File: src/pkg/fdd_seq_defs.svh
/*
  timing constants and register offsets for the drive interface sequencer.
  assumes the includer works at a 200 MHz hclk.
*/
`ifndef FDD_SEQ_DEFS_SVH
`define FDD_SEQ_DEFS_SVH

// ----------------------------------------
// clock and delays
// ----------------------------------------
`define CLK_MHZ          200
`define SPINUP_MS        250
`define STEP_MOTION_MS   5
`define STEP_SETTLE_MS   15
`define STEP_TOTAL_MS    (`STEP_MOTION_MS + `STEP_SETTLE_MS)
`define READ_SETTLE_US   100
`define TRIM_ON_US       390
`define TRIM_OFF_US      800
`define STEP_PULSE_US    1
`define SPINUP_CYC       (`SPINUP_MS * 1000 * `CLK_MHZ)
`define STEP_CYC         (`STEP_TOTAL_MS * 1000 * `CLK_MHZ)
`define READ_SETTLE_CYC  (`READ_SETTLE_US * `CLK_MHZ)
`define TRIM_BUSY_CYC    ((`TRIM_ON_US + `TRIM_OFF_US) * `CLK_MHZ)
`define STEP_PULSE_CYC   (`STEP_PULSE_US * `CLK_MHZ)

// ----------------------------------------
// register offsets
// ----------------------------------------
`define REG_CTRL    8'h00
`define REG_CMD     8'h04
`define REG_STATUS  8'h08
`define REG_WDATA   8'h0C
`define REG_RCOUNT  8'h10

// ----------------------------------------
// control fields
// ----------------------------------------
`define CTRL_DRIVE   0
`define CTRL_MOTOR   1
`define CTRL_SIDE    2
`define CTRL_DIR     3
`define CTRL_RESET   8'h00

// ----------------------------------------
// command codes
// ----------------------------------------
`define CMD_STEP       2'h1
`define CMD_WR_START   2'h2
`define CMD_WR_STOP    2'h3

`endif

File: src/pkg/fdd_seq_pkg.sv
/*
  types shared by the drive interface sequencer.
  assumes nothing of its surroundings.
*/
package fdd_seq_pkg;
  typedef enum logic [1:0] {
    wr_idle  = 2'h0,
    wr_gate  = 2'h1,
    wr_tail  = 2'h3,
    wr_trim  = 2'h2
  } wr_state_t;

  typedef struct packed {
    logic       sel_n;
    logic       motor_n;
    logic       side;
    logic       dir;
    logic       step_n;
    logic       wr_en_n;
    logic       wr_data_n;
  } drive_ctl_t;

  typedef struct packed {
    logic index_n;
    logic trk0_n;
    logic wprot_n;
    logic rdata_n;
  } drive_sts_t;
endpackage : fdd_seq_pkg

File: src/core/fdd_seq.sv
/*
  host-side sequencer for two flexible disc drives, driven over ahb-lite.
  assumes one 200 MHz clock; drive status pins are asynchronous.
*/
`timescale 1ns/1ps
`default_nettype none
`include "fdd_seq_defs.svh"

module fdd_seq #(
  parameter int unsigned SPINUP_CYC  = `SPINUP_CYC,
  parameter int unsigned STEP_CYC    = `STEP_CYC,
  parameter int unsigned BUSY_CYC    = `TRIM_BUSY_CYC,
  parameter int unsigned RSETTLE_CYC = `READ_SETTLE_CYC
) (
  input  wire logic                     hclk,
  input  wire logic                     hresetn,
  input  wire logic                     hsel,
  input  wire logic [31:0]              haddr,
  input  wire logic [1:0]               htrans,
  input  wire logic                     hwrite,
  input  wire logic [2:0]               hsize,
  input  wire logic [31:0]              hwdata,
  input  wire logic                     hready,
  output logic      [31:0]              hrdata,
  output logic                          hreadyout,
  output logic                          hresp,
  output fdd_seq_pkg::drive_ctl_t       drv0_ctl,
  output fdd_seq_pkg::drive_ctl_t       drv1_ctl,
  input  wire fdd_seq_pkg::drive_sts_t  drv0_sts,
  input  wire fdd_seq_pkg::drive_sts_t  drv1_sts,
  output logic                          rd_data_n,
  output logic                          read_ok
);
  import fdd_seq_pkg::*;

  localparam int unsigned PULSE_CYC = `STEP_PULSE_CYC;

  // ----------------------------------------
  // bus address phase capture
  // ----------------------------------------
  logic        wr_ph_ff;
  logic        rd_ph_ff;
  logic [7:0]  addr_ff;

  always_ff @(posedge hclk or negedge hresetn) begin
    if (!hresetn) begin
      wr_ph_ff <= 1'b0;
      rd_ph_ff <= 1'b0;
      addr_ff  <= 8'h00;
    end else if (hready) begin
      wr_ph_ff <= hsel && htrans[1] && hwrite;
      rd_ph_ff <= hsel && htrans[1] && !hwrite;
      addr_ff  <= haddr[7:0];
    end
  end

  assign hreadyout = 1'b1;
  assign hresp     = 1'b0;

  // ----------------------------------------
  // control register
  // ----------------------------------------
  logic [7:0] ctrl_ff;
  logic       wr_busy;
  logic       cmd_step;
  logic       cmd_wstart;
  logic       cmd_wstop;
  logic       cmd_wpulse;

  always_ff @(posedge hclk or negedge hresetn) begin
    if (!hresetn) begin
      ctrl_ff <= `CTRL_RESET;
    end else if (wr_ph_ff && addr_ff == `REG_CTRL) begin
      // drive selection held while a write is under way
      ctrl_ff <= {hwdata[7:1], wr_busy ? ctrl_ff[`CTRL_DRIVE] : hwdata[`CTRL_DRIVE]};
    end
  end

  assign cmd_step   = wr_ph_ff && addr_ff == `REG_CMD && hwdata[1:0] == `CMD_STEP;
  assign cmd_wstart = wr_ph_ff && addr_ff == `REG_CMD && hwdata[1:0] == `CMD_WR_START;
  assign cmd_wstop  = wr_ph_ff && addr_ff == `REG_CMD && hwdata[1:0] == `CMD_WR_STOP;
  assign cmd_wpulse = wr_ph_ff && addr_ff == `REG_WDATA;

  // ----------------------------------------
  // spin-up timer
  // ----------------------------------------
  logic [31:0] spin_ff;
  logic        spin_drv_ff;

  // drive that the spin-up count belongs to
  always_ff @(posedge hclk or negedge hresetn) begin
    if (!hresetn) begin
      spin_drv_ff <= 1'b0;
    end else begin
      spin_drv_ff <= ctrl_ff[`CTRL_DRIVE];
    end
  end

  always_ff @(posedge hclk or negedge hresetn) begin
    if (!hresetn) begin
      spin_ff <= 32'h0;
    end else if (!ctrl_ff[`CTRL_MOTOR] || spin_drv_ff != ctrl_ff[`CTRL_DRIVE]) begin
      spin_ff <= SPINUP_CYC;
    end else if (spin_ff != 32'h0) begin
      spin_ff <= spin_ff - 32'h1;
    end
  end

  // ----------------------------------------
  // step pulse and settle timer
  // ----------------------------------------
  logic [31:0] step_ff;
  logic [15:0] pulse_ff;

  always_ff @(posedge hclk or negedge hresetn) begin
    if (!hresetn) begin
      step_ff  <= 32'h0;
      pulse_ff <= 16'h0;
    end else if (cmd_step && !wr_busy) begin
      step_ff  <= STEP_CYC;
      pulse_ff <= 16'(PULSE_CYC);
    end else begin
      if (step_ff != 32'h0) step_ff <= step_ff - 32'h1;
      if (pulse_ff != 16'h0) pulse_ff <= pulse_ff - 16'h1;
    end
  end

  // ----------------------------------------
  // write sequence
  // ----------------------------------------
  wr_state_t   wst_ff;
  wr_state_t   nxt_wst;
  logic [31:0] busy_ff;
  logic [31:0] rset_ff;
  logic        unit_ready;
  logic [3:0]  wpulse_ff;
  logic        tail_sent_ff;

  // ready once the spin-up, step pulse and step settle delays have run out
  assign unit_ready = ctrl_ff[`CTRL_MOTOR] && spin_ff == 32'h0 && step_ff == 32'h0 &&
                      pulse_ff == 16'h0 && spin_drv_ff == ctrl_ff[`CTRL_DRIVE];

  always_comb begin
    nxt_wst = wst_ff;
    case (wst_ff)
      wr_idle: if (cmd_wstart && unit_ready) nxt_wst = wr_gate;
      wr_gate: if (cmd_wstop) nxt_wst = wr_tail;
      wr_tail: if (tail_sent_ff && wpulse_ff == 4'h0) nxt_wst = wr_trim;
      wr_trim: if (busy_ff == 32'h0) nxt_wst = wr_idle;
      default: nxt_wst = wr_idle;
    endcase
  end

  always_ff @(posedge hclk or negedge hresetn) begin
    if (!hresetn) wst_ff <= wr_idle;
    else          wst_ff <= nxt_wst;
  end

  // trailing pulse after the last data pulse
  always_ff @(posedge hclk or negedge hresetn) begin
    if (!hresetn) begin
      wpulse_ff <= 4'h0;
    end else if (cmd_wpulse && wst_ff == wr_gate) begin
      wpulse_ff <= 4'h8;
    end else if (wst_ff == wr_tail && !tail_sent_ff && wpulse_ff == 4'h0) begin
      wpulse_ff <= 4'h8;
    end else if (wpulse_ff != 4'h0) begin
      wpulse_ff <= wpulse_ff - 4'h1;
    end
  end

  // extra pulse only after the last data pulse has spaced out
  always_ff @(posedge hclk or negedge hresetn) begin
    if (!hresetn) begin
      tail_sent_ff <= 1'b0;
    end else if (wst_ff != wr_tail) begin
      tail_sent_ff <= 1'b0;
    end else if (wpulse_ff == 4'h0) begin
      tail_sent_ff <= 1'b1;
    end
  end

  // busy covers trim-on and trim-off delays
  always_ff @(posedge hclk or negedge hresetn) begin
    if (!hresetn) begin
      busy_ff <= 32'h0;
    end else if (wst_ff == wr_tail && nxt_wst == wr_trim) begin
      busy_ff <= BUSY_CYC;
    end else if (busy_ff != 32'h0) begin
      busy_ff <= busy_ff - 32'h1;
    end
  end

  always_ff @(posedge hclk or negedge hresetn) begin
    if (!hresetn) begin
      rset_ff <= 32'h0;
    end else if (wst_ff != wr_idle) begin
      rset_ff <= RSETTLE_CYC;
    end else if (rset_ff != 32'h0) begin
      rset_ff <= rset_ff - 32'h1;
    end
  end

  assign wr_busy = wst_ff != wr_idle;

  // ----------------------------------------
  // status synchronisers
  // ----------------------------------------
  drive_sts_t sts_meta_ff [2];
  drive_sts_t sts_ff      [2];

  genvar gi;
  generate
    for (gi = 0; gi < 2; gi++) begin : g_sync
      always_ff @(posedge hclk or negedge hresetn) begin
        if (!hresetn) begin
          sts_meta_ff[gi] <= 4'hF;
          sts_ff[gi]      <= 4'hF;
        end else begin
          sts_meta_ff[gi] <= (gi == 0) ? drv0_sts : drv1_sts;
          sts_ff[gi]      <= sts_meta_ff[gi];
        end
      end
    end
  endgenerate

  drive_sts_t act_sts;
  logic [15:0] rcount_ff;
  logic        rd_prev_ff;

  assign act_sts = sts_ff[ctrl_ff[`CTRL_DRIVE]];

  always_ff @(posedge hclk or negedge hresetn) begin
    if (!hresetn) begin
      rd_prev_ff <= 1'b1;
      rcount_ff  <= 16'h0;
      rd_data_n  <= 1'b1;
    end else begin
      rd_prev_ff <= act_sts.rdata_n;
      rd_data_n  <= act_sts.rdata_n;
      if (rd_prev_ff && !act_sts.rdata_n && read_ok) rcount_ff <= rcount_ff + 16'h1;
    end
  end

  assign read_ok = unit_ready && !wr_busy && rset_ff == 32'h0;

  // ----------------------------------------
  // drive control outputs
  // ----------------------------------------
  drive_ctl_t ctl;

  always_comb begin
    ctl.sel_n     = 1'b0;
    ctl.motor_n   = !ctrl_ff[`CTRL_MOTOR];
    ctl.side      = ctrl_ff[`CTRL_SIDE];
    ctl.dir       = ctrl_ff[`CTRL_DIR];
    ctl.step_n    = !(pulse_ff != 16'h0);
    ctl.wr_en_n   = !(wst_ff == wr_gate || wst_ff == wr_tail);
    ctl.wr_data_n = !(wpulse_ff[3]);
  end

  always_ff @(posedge hclk or negedge hresetn) begin
    if (!hresetn) begin
      drv0_ctl <= 7'h7F;
      drv1_ctl <= 7'h7F;
    end else begin
      drv0_ctl <= ctrl_ff[`CTRL_DRIVE] ? 7'h7F : ctl;
      drv1_ctl <= ctrl_ff[`CTRL_DRIVE] ? ctl : 7'h7F;
    end
  end

  // ----------------------------------------
  // read data mux
  // ----------------------------------------
  always_comb begin
    case (addr_ff)
      `REG_CTRL:   hrdata = {24'h0, ctrl_ff};
      `REG_STATUS: hrdata = {24'h0, read_ok, unit_ready, wr_busy, 1'b0,
                             ~act_sts.index_n, ~act_sts.trk0_n, ~act_sts.wprot_n,
                             ~act_sts.rdata_n};
      `REG_RCOUNT: hrdata = {16'h0, rcount_ff};
      default:     hrdata = 32'h0;
    endcase
  end
endmodule : fdd_seq
`default_nettype wire

File: config.mk
export PLATFORM = sky130hd
export DESIGN_NAME = fdd_seq
export DESIGN_NICKNAME = d
export VERILOG_FILES = /design/src/pkg/fdd_seq_pkg.sv /design/src/core/fdd_seq.sv
export VERILOG_INCLUDE_DIRS = /design/src /design/src/pkg
export SDC_FILE = /design/constraint.sdc
export NUM_CORES = 1
export LEC_CHECK = 0
export ABC_AREA = 1
export ABC_CLOCK_PERIOD_IN_PS = 1920
export CAP_MARGIN = 20
export CORE_UTILIZATION = 30
export CTS_BUF_LIST = sky130_fd_sc_hd__clkbuf_16
export DETAILED_ROUTE_END_ITERATION = 8
export DONT_BUFFER_PORTS = 1
export PLACE_DENSITY_LB_ADDON = 0.2
export RECOVER_POWER = 25
export SETUP_SLACK_MARGIN = 0.1
export SLEW_MARGIN = 20
export SYNTH_ARGS = -nofsm -noshare
export SYNTH_HDL_FRONTEND = slang
export SYNTH_SLANG_ARGS = --single-unit
File: constraint.sdc
create_clock -name hclk -period 1.92 [get_ports hclk]
set_input_delay 0.096 -clock hclk [delete_from_list [all_inputs] [get_ports hclk]]
set_output_delay 0.096 -clock hclk [all_outputs]
set_load 0.1 [all_outputs]
==> results.sh, run 1 <==
export IMPL_synthTopCellsByCount="nor2_1 (284), nand2_1 (262), inv_1 (199), dfrtp_1 (185), nor3_1 (90)"
export IMPL_cts_tree="done"
export IMPL_switching_share=0.279
export IMPL_hpwlAfterDp_um=25300
export IMPL_grt_pass1_vias=11084
export IMPL_gp_congestion=0.897
export IMPL_firstDrtPassIters=5
export IMPL_portBuffers=0
export IMPL_p_leak_uw=0.00773
export IMPL_synth_top_area_share=0.393
export IMPL_viasPerCell=4.62
export IMPL_dp_slack_ns=-0.165
export IMPL_path_clk_slew_ns=0.05
export IMPL_rows=72
export IMPL_die_y_um=200
export IMPL_synth_edf_count=0
export IMPL_post_route_period_util=1.23
export IMPL_drc=0
export IMPL_met2WireLength_um=17000
export IMPL_clock_power_share=0.430
export IMPL_hp_class="in -> async"
export IMPL_design_area_mm2=0.0177
export IMPL_drv_slew=0
export IMPL_routed_top_layer="met4"
export IMPL_switchingPower_uw=3140
export IMPL_worst_slew_pin_slew_ns=0.624
export IMPL_grt_start_max_net_pins=217
export IMPL_cts_buffer_depth=3
export IMPL_pin_count=132
export IMPL_cp_num_buf_inv=1
export IMPL_status="finished, violations left"
export IMPL_worst_slack_ns=-0.446
export IMPL_holdWs_ns=-0.721
export IMPL_ctsHoldBuffers=26
export IMPL_path_delay_family="simple AND/OR/NAND/NOR gates"
export IMPL_synth_cells=1517
export IMPL_cp_arrival_ns=2.27
export IMPL_hold_violations=216
export IMPL_yosysMostFrequentCell="nor2_1"
export IMPL_wl_met3_um=1520
export IMPL_combPwrFrac=0.131
export IMPL_max_freq_ghz=0.423
export IMPL_slowest_stage="dfrtp_1"
export IMPL_rr_startpoint="spin_ff[14]$_DFFE_PN0P_"
export IMPL_vias=11193
export IMPL_p_seq_frac=0.439
export IMPL_fin_skew_ns=0.0296
export IMPL_cp_cell_sequence="nor2_2 -> nand2_2 -> nor2_4 -> nand2_4 -> nor2_8 -> nand2_2 -> nor2_4 -> nand2_4 -> o211ai_1 -> clkbuf_16"
export IMPL_antenna_cells=0
export IMPL_track_usage=0.177
export IMPL_ctsHtreeMaxLevel=1
export IMPL_ff2ff_setup_slack_ns=-0.18
export IMPL_overflow=0
export IMPL_end_kind="primary output"
export IMPL_yosys_warnings=0
export IMPL_setup_viol=50
export IMPL_yosys_top_cells_area="dfrtp_1 (39%), nor2_1 (9.1%), nand2_1 (8.4%)"
export IMPL_drt_met1_wl_um=16500
export IMPL_clock_sinks=216
export IMPL_ys_seq_elements=216
export IMPL_intPower_uw=8110
export IMPL_antenna_found_initial=0
export IMPL_power_uw=11300
export IMPL_rr_worst_depth=14
export IMPL_routed_wl_um=35700
export IMPL_crit_path_max_fanout=2
export IMPL_slowest_delay_ns=0.39
export IMPL_drive_gt1_frac=0.372
export IMPL_cp_required_ns=1.82
export IMPL_synthDistinctLibCells=50
export IMPL_nets=1977
export IMPL_area_growth_pct=50.7
export IMPL_dieArea_mm2=0.0400
export IMPL_drv_cap=0
export IMPL_utilization=0.459
export IMPL_min_period_ns=2.37
export IMPL_irDropWorstVdd_mv=0.581
export IMPL_clk_latency_ns=0.57
export IMPL_start_util=0.304
export IMPL_drt_iter0_markers=528
export IMPL_synthArstFlopShare=1.00
export IMPL_syn_area_mm2=0.0118
export IMPL_synth_ff_type="dfrtp_1"
export IMPL_cts_root_buf="clkbuf_16"
export IMPL_ant_nets=0
export IMPL_maxSlewHeadroom=0.584
export IMPL_core_area_mm2=0.0386
export IMPL_wl_per_cell_um=14.7
export IMPL_rsz0062_at_grt="yes"
export IMPL_violations="hold timing, setup timing"
export IMPL_crit_type="reg -> out"
export IMPL_dpl_instance_area_mm2=0.0144
export IMPL_ys_seq_area_frac=0.463
export IMPL_die_w_um=200
export IMPL_numCtsBuffers=28
export IMPL_syn_avg_cell_area_um2=7.76
export IMPL_reg2reg_to="rcount_ff[13]$_DFFE_PN0P_"
export IMPL_grt_pass1_wl_um=56200
export IMPL_startpoint_type="register"
export IMPL_yosysTopAreaCell="dfrtp_1"
export IMPL_power_density_mw_per_mm2=635
-- layout by cell type (no fill, tap or decap), types with 11 or more instances in the layout --
cell type | synthesis | routed
xnor2_1 | 26 | 26
o21ai_1 | 6 | 19
nor2_4 | 6 | 57
o21ai_2 | 2 | 13
nand4_1 | 47 | 47
inv_1 | 199 | 174
inv_2 | 4 | 26
nand2_1 | 262 | 218
nand2_2 | 5 | 36
clkbuf_16 | 0 | 31
o21ai_0 | 53 | 27
a21oi_1 | 45 | 42
dfrtp_1 | 185 | 183
buf_4 | 18 | 256
dlygate4sd3_1 | 0 | 26
nor3_1 | 90 | 76
xor2_1 | 52 | 51
nand2_4 | 0 | 11
conb_1 | 2 | 18
dfstp_2 | 31 | 30
nand3_1 | 72 | 53
nor2_2 | 16 | 74
nor2_1 | 284 | 175
nand3_2 | 2 | 12
buf_12 | 0 | 19
nor3_2 | 2 | 13
buf_6 | 0 | 51
-- cell families after synthesis --
group / Yosys count / synth area share
AND/OR/NAND/NOR: 820 / 0.310
buffers and inverters: 244 / 0.0844
flip-flops: 216 / 0.463
AO/OA/AOI/OAI: 142 / 0.0690
XOR/XNOR: 78 / 0.0581
adder cells (fa/ha/maj): 11 / 0.0117
multiplexers: 4 / 0.00383
other: 2 / 0.000638
-- sequential cells by signal (all words and copies together) (netlist names) --
register	cells
busy_ff	32
rset_ff	32
spin_ff	32
step_ff	32
pulse_ff	16
rcount_ff	16
addr_ff	8
ctrl_ff	8
sts_ff	8
sts_meta_ff	8
drv0_ctl	7
drv1_ctl	7
wpulse_ff	4
wst_ff	2
rd_prev_ff	1
spin_drv_ff	1
tail_sent_ff	1
wr_ph_ff	1
-- metal layers --
layer	track usage	vias to the layer above
li1	-	5608
met1	0.241	5358
met2	0.293	180
met3	0.0237	47
met4	0.0500	0
met5	0	-
-- final cells by class --
type,instances,area [um^2]
fill,3785,20900
sequential,216,5450
inverter,206,825
timing repair inverter,1,5.00
multi-input combinational,1073,6680
timing repair buffer,358,3270
clock buffer,28,701
clock inverter,23,145
tap,518,648
-- repair_timing --
action / CTS / global route
pin swaps: 45 / 101
endpoints found under the setup margin: 108 / 162
cloned: 1 / 2
setup buffers: 45 / 58
gates resized for setup: 161 / 281
endpoints found under the hold margin: 253 / 216
-- power groups by stage --
stage	registers, uW	clock network, uW	logic (uW)
after floorplan	4990	0	716
after global placement	4980	0	1080
after detailed placement	4990	0	1090
after CTS	4920	5010	1230
after global routing	4950	5190	1610
final	4940	4850	1470
-- worst max path at each step --
stage | start | slack, ns | endpoint | cells past startpoint
after floorplan | addr_ff[1]$_DFFE_PN0P_ | -0.82 | hrdata[5] | 6
after global placement | step_ff[12]$_DFFE_PN0P_ | -0.15 | rcount_ff[13]$_DFFE_PN0P_ | 10
after detailed placement | step_ff[12]$_DFFE_PN0P_ | -0.17 | rcount_ff[4]$_DFFE_PN0P_ | 10
after CTS | addr_ff[0]$_DFFE_PN0P_ | -0.49 | hrdata[1] | 8
after global routing | addr_ff[1]$_DFFE_PN0P_ | -0.54 | hrdata[1] | 8
final | spin_ff[23]$_DFFE_PN0P_ | -0.45 | hrdata[6] | 10
-- per-stage QoR --
| stage | cells | setup TNS [ns] |
|---|---|---|
| 6_report | 2423 | -7.98 |
| 5_1_grt | 2423 | -15.59 |
| 4_1_cts | 2380 | -8.71 |
| 3_5_place_dp | 2258 | -1.55 |
| 3_3_place_gp | 2258 | -0.911 |
| 2_1_floorplan | 1533 | -10.58 |
Power figures use the tool's default switching activity.
==> run 2: changes to the inputs <==
- CELL_PAD_IN_SITES_DETAIL_PLACEMENT: unset -> 1
- CELL_PAD_IN_SITES_GLOBAL_PLACEMENT: unset -> 1
==> run 2 against run 1 <==
The run still ends with hold timing, setup timing left. First-iteration DRC count decreased by 21%. Combinational power increased by 3%. Critical endpoint unchanged. Hold slack got worse by 0.037 ns. Register-to-register slack got worse by 0.06 ns. Routed wire length increased by 15%. Total power increased by 4.5%.
==> results.sh, run 2 (synthesis results as in run 1) <==
export IMPL_status="finished, violations left"
export IMPL_violations="hold timing, setup timing"
export IMPL_die_y_um=200
export IMPL_vias=11597
export IMPL_crit_top_cell="nand2_4"
export IMPL_worst_slack_ns=-0.533
export IMPL_switchingPower_uw=3260
export IMPL_slowest_stage="dfrtp_1"
export IMPL_antenna_found_initial=1
export IMPL_combPwrFrac=0.129
export IMPL_clk_latency_ns=0.56
export IMPL_drt_iter0_markers=415
export IMPL_irDropWorstVdd_mv=0.582
export IMPL_max_freq_ghz=0.408
export IMPL_pin_count=132
export IMPL_worst_slew_pin_slew_ns=0.665
export IMPL_cp_cell_sequence="nor2_1 -> nand2_1 -> nor2_2 -> nand2_4 -> nor2_8 -> nand2_4 -> nor2_4 -> nand2_2 -> o211ai_1 -> buf_4 -> buf_16"
export IMPL_crit_path_max_fanout=2
export IMPL_slowest_delay_ns=0.38
export IMPL_nets=2010
export IMPL_p_leak_uw=0.00797
export IMPL_grt_pass1_wl_um=64200
export IMPL_post_route_period_util=1.28
export IMPL_portBuffers=0
export IMPL_firstDrtPassIters=5
export IMPL_numCtsBuffers=27
export IMPL_switching_share=0.277
export IMPL_hold_violations=216
export IMPL_maxSlewHeadroom=0.557
export IMPL_rr_worst_depth=15
export IMPL_ctsHtreeMaxLevel=1
export IMPL_fin_cells=2457
export IMPL_setup_viol=62
export IMPL_p_seq_frac=0.420
export IMPL_crit_start="spin_ff[25]$_DFFE_PN0P_"
export IMPL_cts_root_buf="clkbuf_16"
export IMPL_path_clk_slew_ns=0.06
export IMPL_min_period_ns=2.45
export IMPL_dp_slack_ns=-0.136
export IMPL_cp_arrival_ns=2.36
export IMPL_hp_class="in -> async"
export IMPL_gp_congestion=0.848
export IMPL_area_growth_pct=53.7
export IMPL_cp_required_ns=1.82
export IMPL_start_util=0.304
export IMPL_die_w_um=200
export IMPL_rsz0062_at_grt="yes"
export IMPL_ant_nets=0
export IMPL_drc=0
export IMPL_wl_per_cell_um=16.7
export IMPL_cts_buffer_depth=3
export IMPL_drive_gt1_frac=0.385
export IMPL_drv_cap=0
export IMPL_cts_tree="done"
export IMPL_grt_pass1_vias=12337
export IMPL_endpoint="hrdata[6]"
export IMPL_nFillCells=4518
export IMPL_holdWs_ns=-0.758
export IMPL_overflow=0
export IMPL_track_usage=0.203
export IMPL_grt_start_max_net_pins=217
export IMPL_placed_cells=2284
export IMPL_hpwlAfterDp_um=28300
export IMPL_core_area_mm2=0.0386
export IMPL_intPower_uw=8510
export IMPL_power_density_mw_per_mm2=651
export IMPL_clock_power_share=0.451
export IMPL_rr_startpoint="spin_ff[25]$_DFFE_PN0P_"
export IMPL_end_kind="primary output"
export IMPL_dieArea_mm2=0.0400
export IMPL_crit_type="reg -> out"
export IMPL_routed_wl_um=41100
export IMPL_rows=72
export IMPL_clock_sinks=216
export IMPL_layout_common_cells="buf_4 (292), nand2_1 (215), nor2_1 (189)"
export IMPL_viasPerCell=4.72
export IMPL_ff2ff_setup_slack_ns=-0.24
export IMPL_final_common_cell="buf_4"
export IMPL_fin_skew_ns=0.0244
export IMPL_reg2reg_to="rcount_ff[12]$_DFFE_PN0P_"
export IMPL_drv_slew=0
export IMPL_ctsHoldBuffers=26
export IMPL_startpoint_type="register"
[run 2: cell types whose count changed in the layout (fill, tap and decap cells not counted), moves of 3 or more]
| cell | before | now |
|---|---|---|
| nand2_1 | 218 | 215 |
| clkinv_1 | 10 | 4 |
| nor2_4 | 57 | 50 |
| buf_4 | 256 | 292 |
| nor2_2 | 74 | 67 |
| nand3_1 | 53 | 49 |
| a21oi_2 | 3 | 8 |
| nor2_1 | 175 | 189 |
| bufinv_16 | 1 | 4 |
| nand3_2 | 12 | 16 |
| a21oi_1 | 42 | 36 |
[run 2: repair_timing]
| action | 4_1_cts | 5_1_grt |
|---|---|---|
| endpoints found under the hold margin | 251 | 216 |
| buffers inserted | 53 | 52 |
| resized for setup | 207 | 229 |
| pin swaps | 61 | 86 |
| gates cloned | 0 | 2 |
| setup endpoints to repair | 132 | 173 |
[run 2: layer usage]
metal  wire length [um]  track usage  part of all wire  up-vias
li1                   -            -                 -     5666
met1              17900        0.257              0.44     5743
met2              21000        0.360              0.51      132
met3               1180       0.0254             0.029       56
met4               1010       0.0582             0.025        0
met5                  0            0                 0        -
[run 2: final cells by class]
type,instances,area [um^2],share of cell area
inverters,206,821,0.0454
well taps,518,648,0.0358
diodes,1,2.50,0.000138
clock inverters,22,209,0.0116
clock buffers,28,701,0.0387
flip-flops and latches,216,5450,0.301
multi-input cells,1073,6720,0.372
repair buffers,393,3540,0.196
[run 2: worst min-delay path by stage]
| stage | startpoint | end | cells past startpoint |
|---|---|---|---|
| finish | hresetn | spin_ff[11]$_DFFE_PN0P_ | 0 |
| CTS | hresetn | step_ff[15]$_DFFE_PN0P_ | 0 |
| floorplan | hresetn | addr_ff[0]$_DFFE_PN0P_ | 0 |
| global placement | hresetn | spin_ff[17]$_DFFE_PN0P_ | 0 |
| global route | hresetn | spin_ff[12]$_DFFE_PN0P_ | 0 |
| detailed placement | hresetn | spin_ff[16]$_DFFE_PN0P_ | 0 |
[run 2: critical path: cells and delay by family, from the launching register on]
| kind | cells | cell delay (ns) |
|---|---|---|
| buf+inv | 2 | 0.35 |
| simple gates | 8 | 0.90 |
| flops | 1 | 0.38 |
| compound gates | 1 | 0.16 |
[run 2: power groups by stage]
stage | clock [uW] | combinational [uW] | sequential (uW)
5_1_grt | 5620 | 1670 | 4960
2_1_floorplan | 0 | 716 | 4990
3_5_place_dp | 0 | 1130 | 4990
3_3_place_gp | 0 | 1110 | 4980
4_1_cts | 5450 | 1340 | 4920
6_report | 5300 | 1520 | 4950
[run 2: metrics by stage]
stage	TNS [ns]	power [uW]	area (um^2)	util
3_3_place_gp	-1.62	6090	14600	0.377
5_1_grt	-21.03	12200	18100	0.468
6_report	-12.20	11800	18100	0.468
2_1_floorplan	-10.58	5710	11900	-
3_5_place_dp	-3.36	6120	14600	0.377
4_1_cts	-11.81	11700	16900	0.438
==> run 3: changes to the inputs <==
- CORE_UTILIZATION: 30 -> 43
==> run 3 against run 2 <==
The flow still finishes with violations (hold timing, setup timing). Die area decreased by 30%. Routed wire length grew 49%. Flip-flop and latch count unchanged. Sequential power hardly changed. Global-route usage up 11 points. Combinational power is 12% higher. Hold slack got worse by 0.0023 ns. Sequential share of layout area is 0.059 points lower. Cell area rose by 0.31%. Cell count fell by 8.3%.
==> results.sh, run 3 (synthesis results as in run 1) <==
export IMPL_viasPerCell=6.11
export IMPL_maxSlewHeadroom=0.272
export IMPL_firstDrtPassIters=5
export IMPL_slowest_delay_ns=0.41
export IMPL_slowest_stage="dfrtp_1"
export IMPL_grt_pass1_wl_um=70900
export IMPL_reg2reg_to="rcount_ff[6]$_DFFE_PN0P_"
export IMPL_p_leak_uw=0.00795
export IMPL_holdWs_ns=-0.760
export IMPL_hold_violations=216
export IMPL_start_util=0.438
export IMPL_dp_slack_ns=-0.221
export IMPL_cp_cell_sequence="nor2_1 -> nand2_1 -> nor2_1 -> nand3_1 -> nor2_2 -> nand3_2 -> nor2_4 -> buf_8"
export IMPL_tns_ns=-42.73
export IMPL_ant_nets=0
export IMPL_overflow=0
export IMPL_grt_start_max_net_pins=217
export IMPL_crit_path_max_fanout=4
export IMPL_startpoint_type="register"
export IMPL_nFillCells=3025
export IMPL_rows=60
export IMPL_irDropWorstVdd_mv=0.777
export IMPL_rsz0062_at_grt="yes"
export IMPL_multiInputGateArea_mm2=0.00719
export IMPL_cts_tree="done"
export IMPL_setup_viol=156
export IMPL_drive_gt1_frac=0.427
export IMPL_drt_iter0_markers=1376
export IMPL_clk_latency_ns=0.56
export IMPL_core_area_mm2=0.0269
export IMPL_antenna_found_initial=1
export IMPL_numCtsBuffers=25
export IMPL_seqCellArea_mm2=0.00545
export IMPL_hp_class="in -> async"
export IMPL_final_common_cell="buf_4"
export IMPL_clock_sinks=216
export IMPL_min_period_ns=2.68
export IMPL_crit_top_cell="nor2_1"
export IMPL_rr_startpoint="step_ff[17]$_DFFE_PN0P_"
export IMPL_post_route_period_util=1.39
export IMPL_layout_common_cells="buf_4 (251), nand2_1 (192), dfrtp_1 (180)"
export IMPL_status="finished, violations left"
export IMPL_pin_count=132
export IMPL_drv_slew=0
export IMPL_track_usage=0.318
export IMPL_drv_cap=0
export IMPL_path_clk_slew_ns=0.07
export IMPL_cp_required_ns=1.82
export IMPL_dieArea_mm2=0.0280
export IMPL_fin_skew_ns=0.0214
export IMPL_power_density_mw_per_mm2=626
export IMPL_cp_arrival_ns=2.58
export IMPL_crit_type="reg -> out"
export IMPL_drc=0
export IMPL_worst_slew_pin_slew_ns=1.09
export IMPL_antenna_cells=0
export IMPL_ctsHtreeMaxLevel=1
export IMPL_hpwlAfterDp_um=27200
export IMPL_nets=1986
export IMPL_die_y_um=167
export IMPL_end_kind="primary output"
export IMPL_routed_wl_um=61400
export IMPL_die_w_um=167
export IMPL_rr_worst_depth=14
export IMPL_area_growth_pct=54.2
export IMPL_cts_buffer_depth=3
export IMPL_wl_per_cell_um=27.3
export IMPL_max_freq_ghz=0.373
export IMPL_cts_root_buf="clkbuf_16"
export IMPL_ctsHoldBuffers=26
export IMPL_ff2ff_setup_slack_ns=-0.68
export IMPL_portBuffers=0
export IMPL_violations="hold timing, setup timing"
export IMPL_gp_congestion=0.880
export IMPL_vias=13749
export IMPL_worst_slack_ns=-0.758
export IMPL_grt_pass1_vias=13226
[run 3: cell type report]
type | count | area share
flip-flops and latches | 216 | 0.301
well taps | 341 | 0.0235
inverters | 206 | 0.0465
multi-input cells | 1073 | 0.396
clock inverters | 20 | 0.00621
repair buffers | 370 | 0.192
repair inverters | 1 | 0.000483
clock buffers | 25 | 0.0345
[run 3: how the worst max path moves through the flow]
stage / start / end
2_1_floorplan: addr_ff[1]$_DFFE_PN0P_ / hrdata[5]
3_3_place_gp: step_ff[1]$_DFFE_PN0P_ / rcount_ff[15]$_DFFE_PN0P_
3_5_place_dp: step_ff[3]$_DFFE_PN0P_ / rcount_ff[2]$_DFFE_PN0P_
4_1_cts: spin_ff[0]$_DFFE_PN0P_ / hrdata[7]
5_1_grt: step_ff[17]$_DFFE_PN0P_ / hrdata[7]
6_report: step_ff[17]$_DFFE_PN0P_ / read_ok
[run 3: repair_timing]
action	CTS	global route
buffers inserted	44	76
endpoints found under the hold margin	243	216
cloned	2	3
pin swaps	61	109
endpoints found under the setup margin	133	183
resized for setup	219	379
[run 3: worst max-delay path, delay by kind of cell, from the launching register on]
| family | cells | cell delay [ns] |
|---|---|---|
| buffers and inverters | 1 | 0.23 |
| flip-flops | 1 | 0.41 |
| AND/OR/NAND/NOR | 7 | 1.39 |
[run 3: per-layer routing]
| layer | part of all wire | GRT usage |
|---|---|---|
| met4 | 0.075 | 0.128 |
| met2 | 0.50 | 0.572 |
| met5 | 0.00021 | 0 |
| met1 | 0.36 | 0.386 |
| met3 | 0.065 | 0.0359 |
[run 3: metrics by stage]
| step | power (uW) | util | instances | area, um^2 |
|---|---|---|---|---|
| 2_1_floorplan | 5710 | - | 1533 | 11900 |
| 3_3_place_gp | 6030 | 0.523 | 2064 | 14100 |
| 3_5_place_dp | 6080 | 0.523 | 2064 | 14100 |
| 4_1_cts | 10800 | 0.605 | 2180 | 16300 |
| 5_1_grt | 11600 | 0.675 | 2252 | 18100 |
| 6_report | 11400 | 0.675 | 2252 | 18100 |
[run 3: report_power, final]
part | switching (uW) | internal (uW)
sequential | 255 | 4720
combinational | 1070 | 637
clock | 2180 | 2490
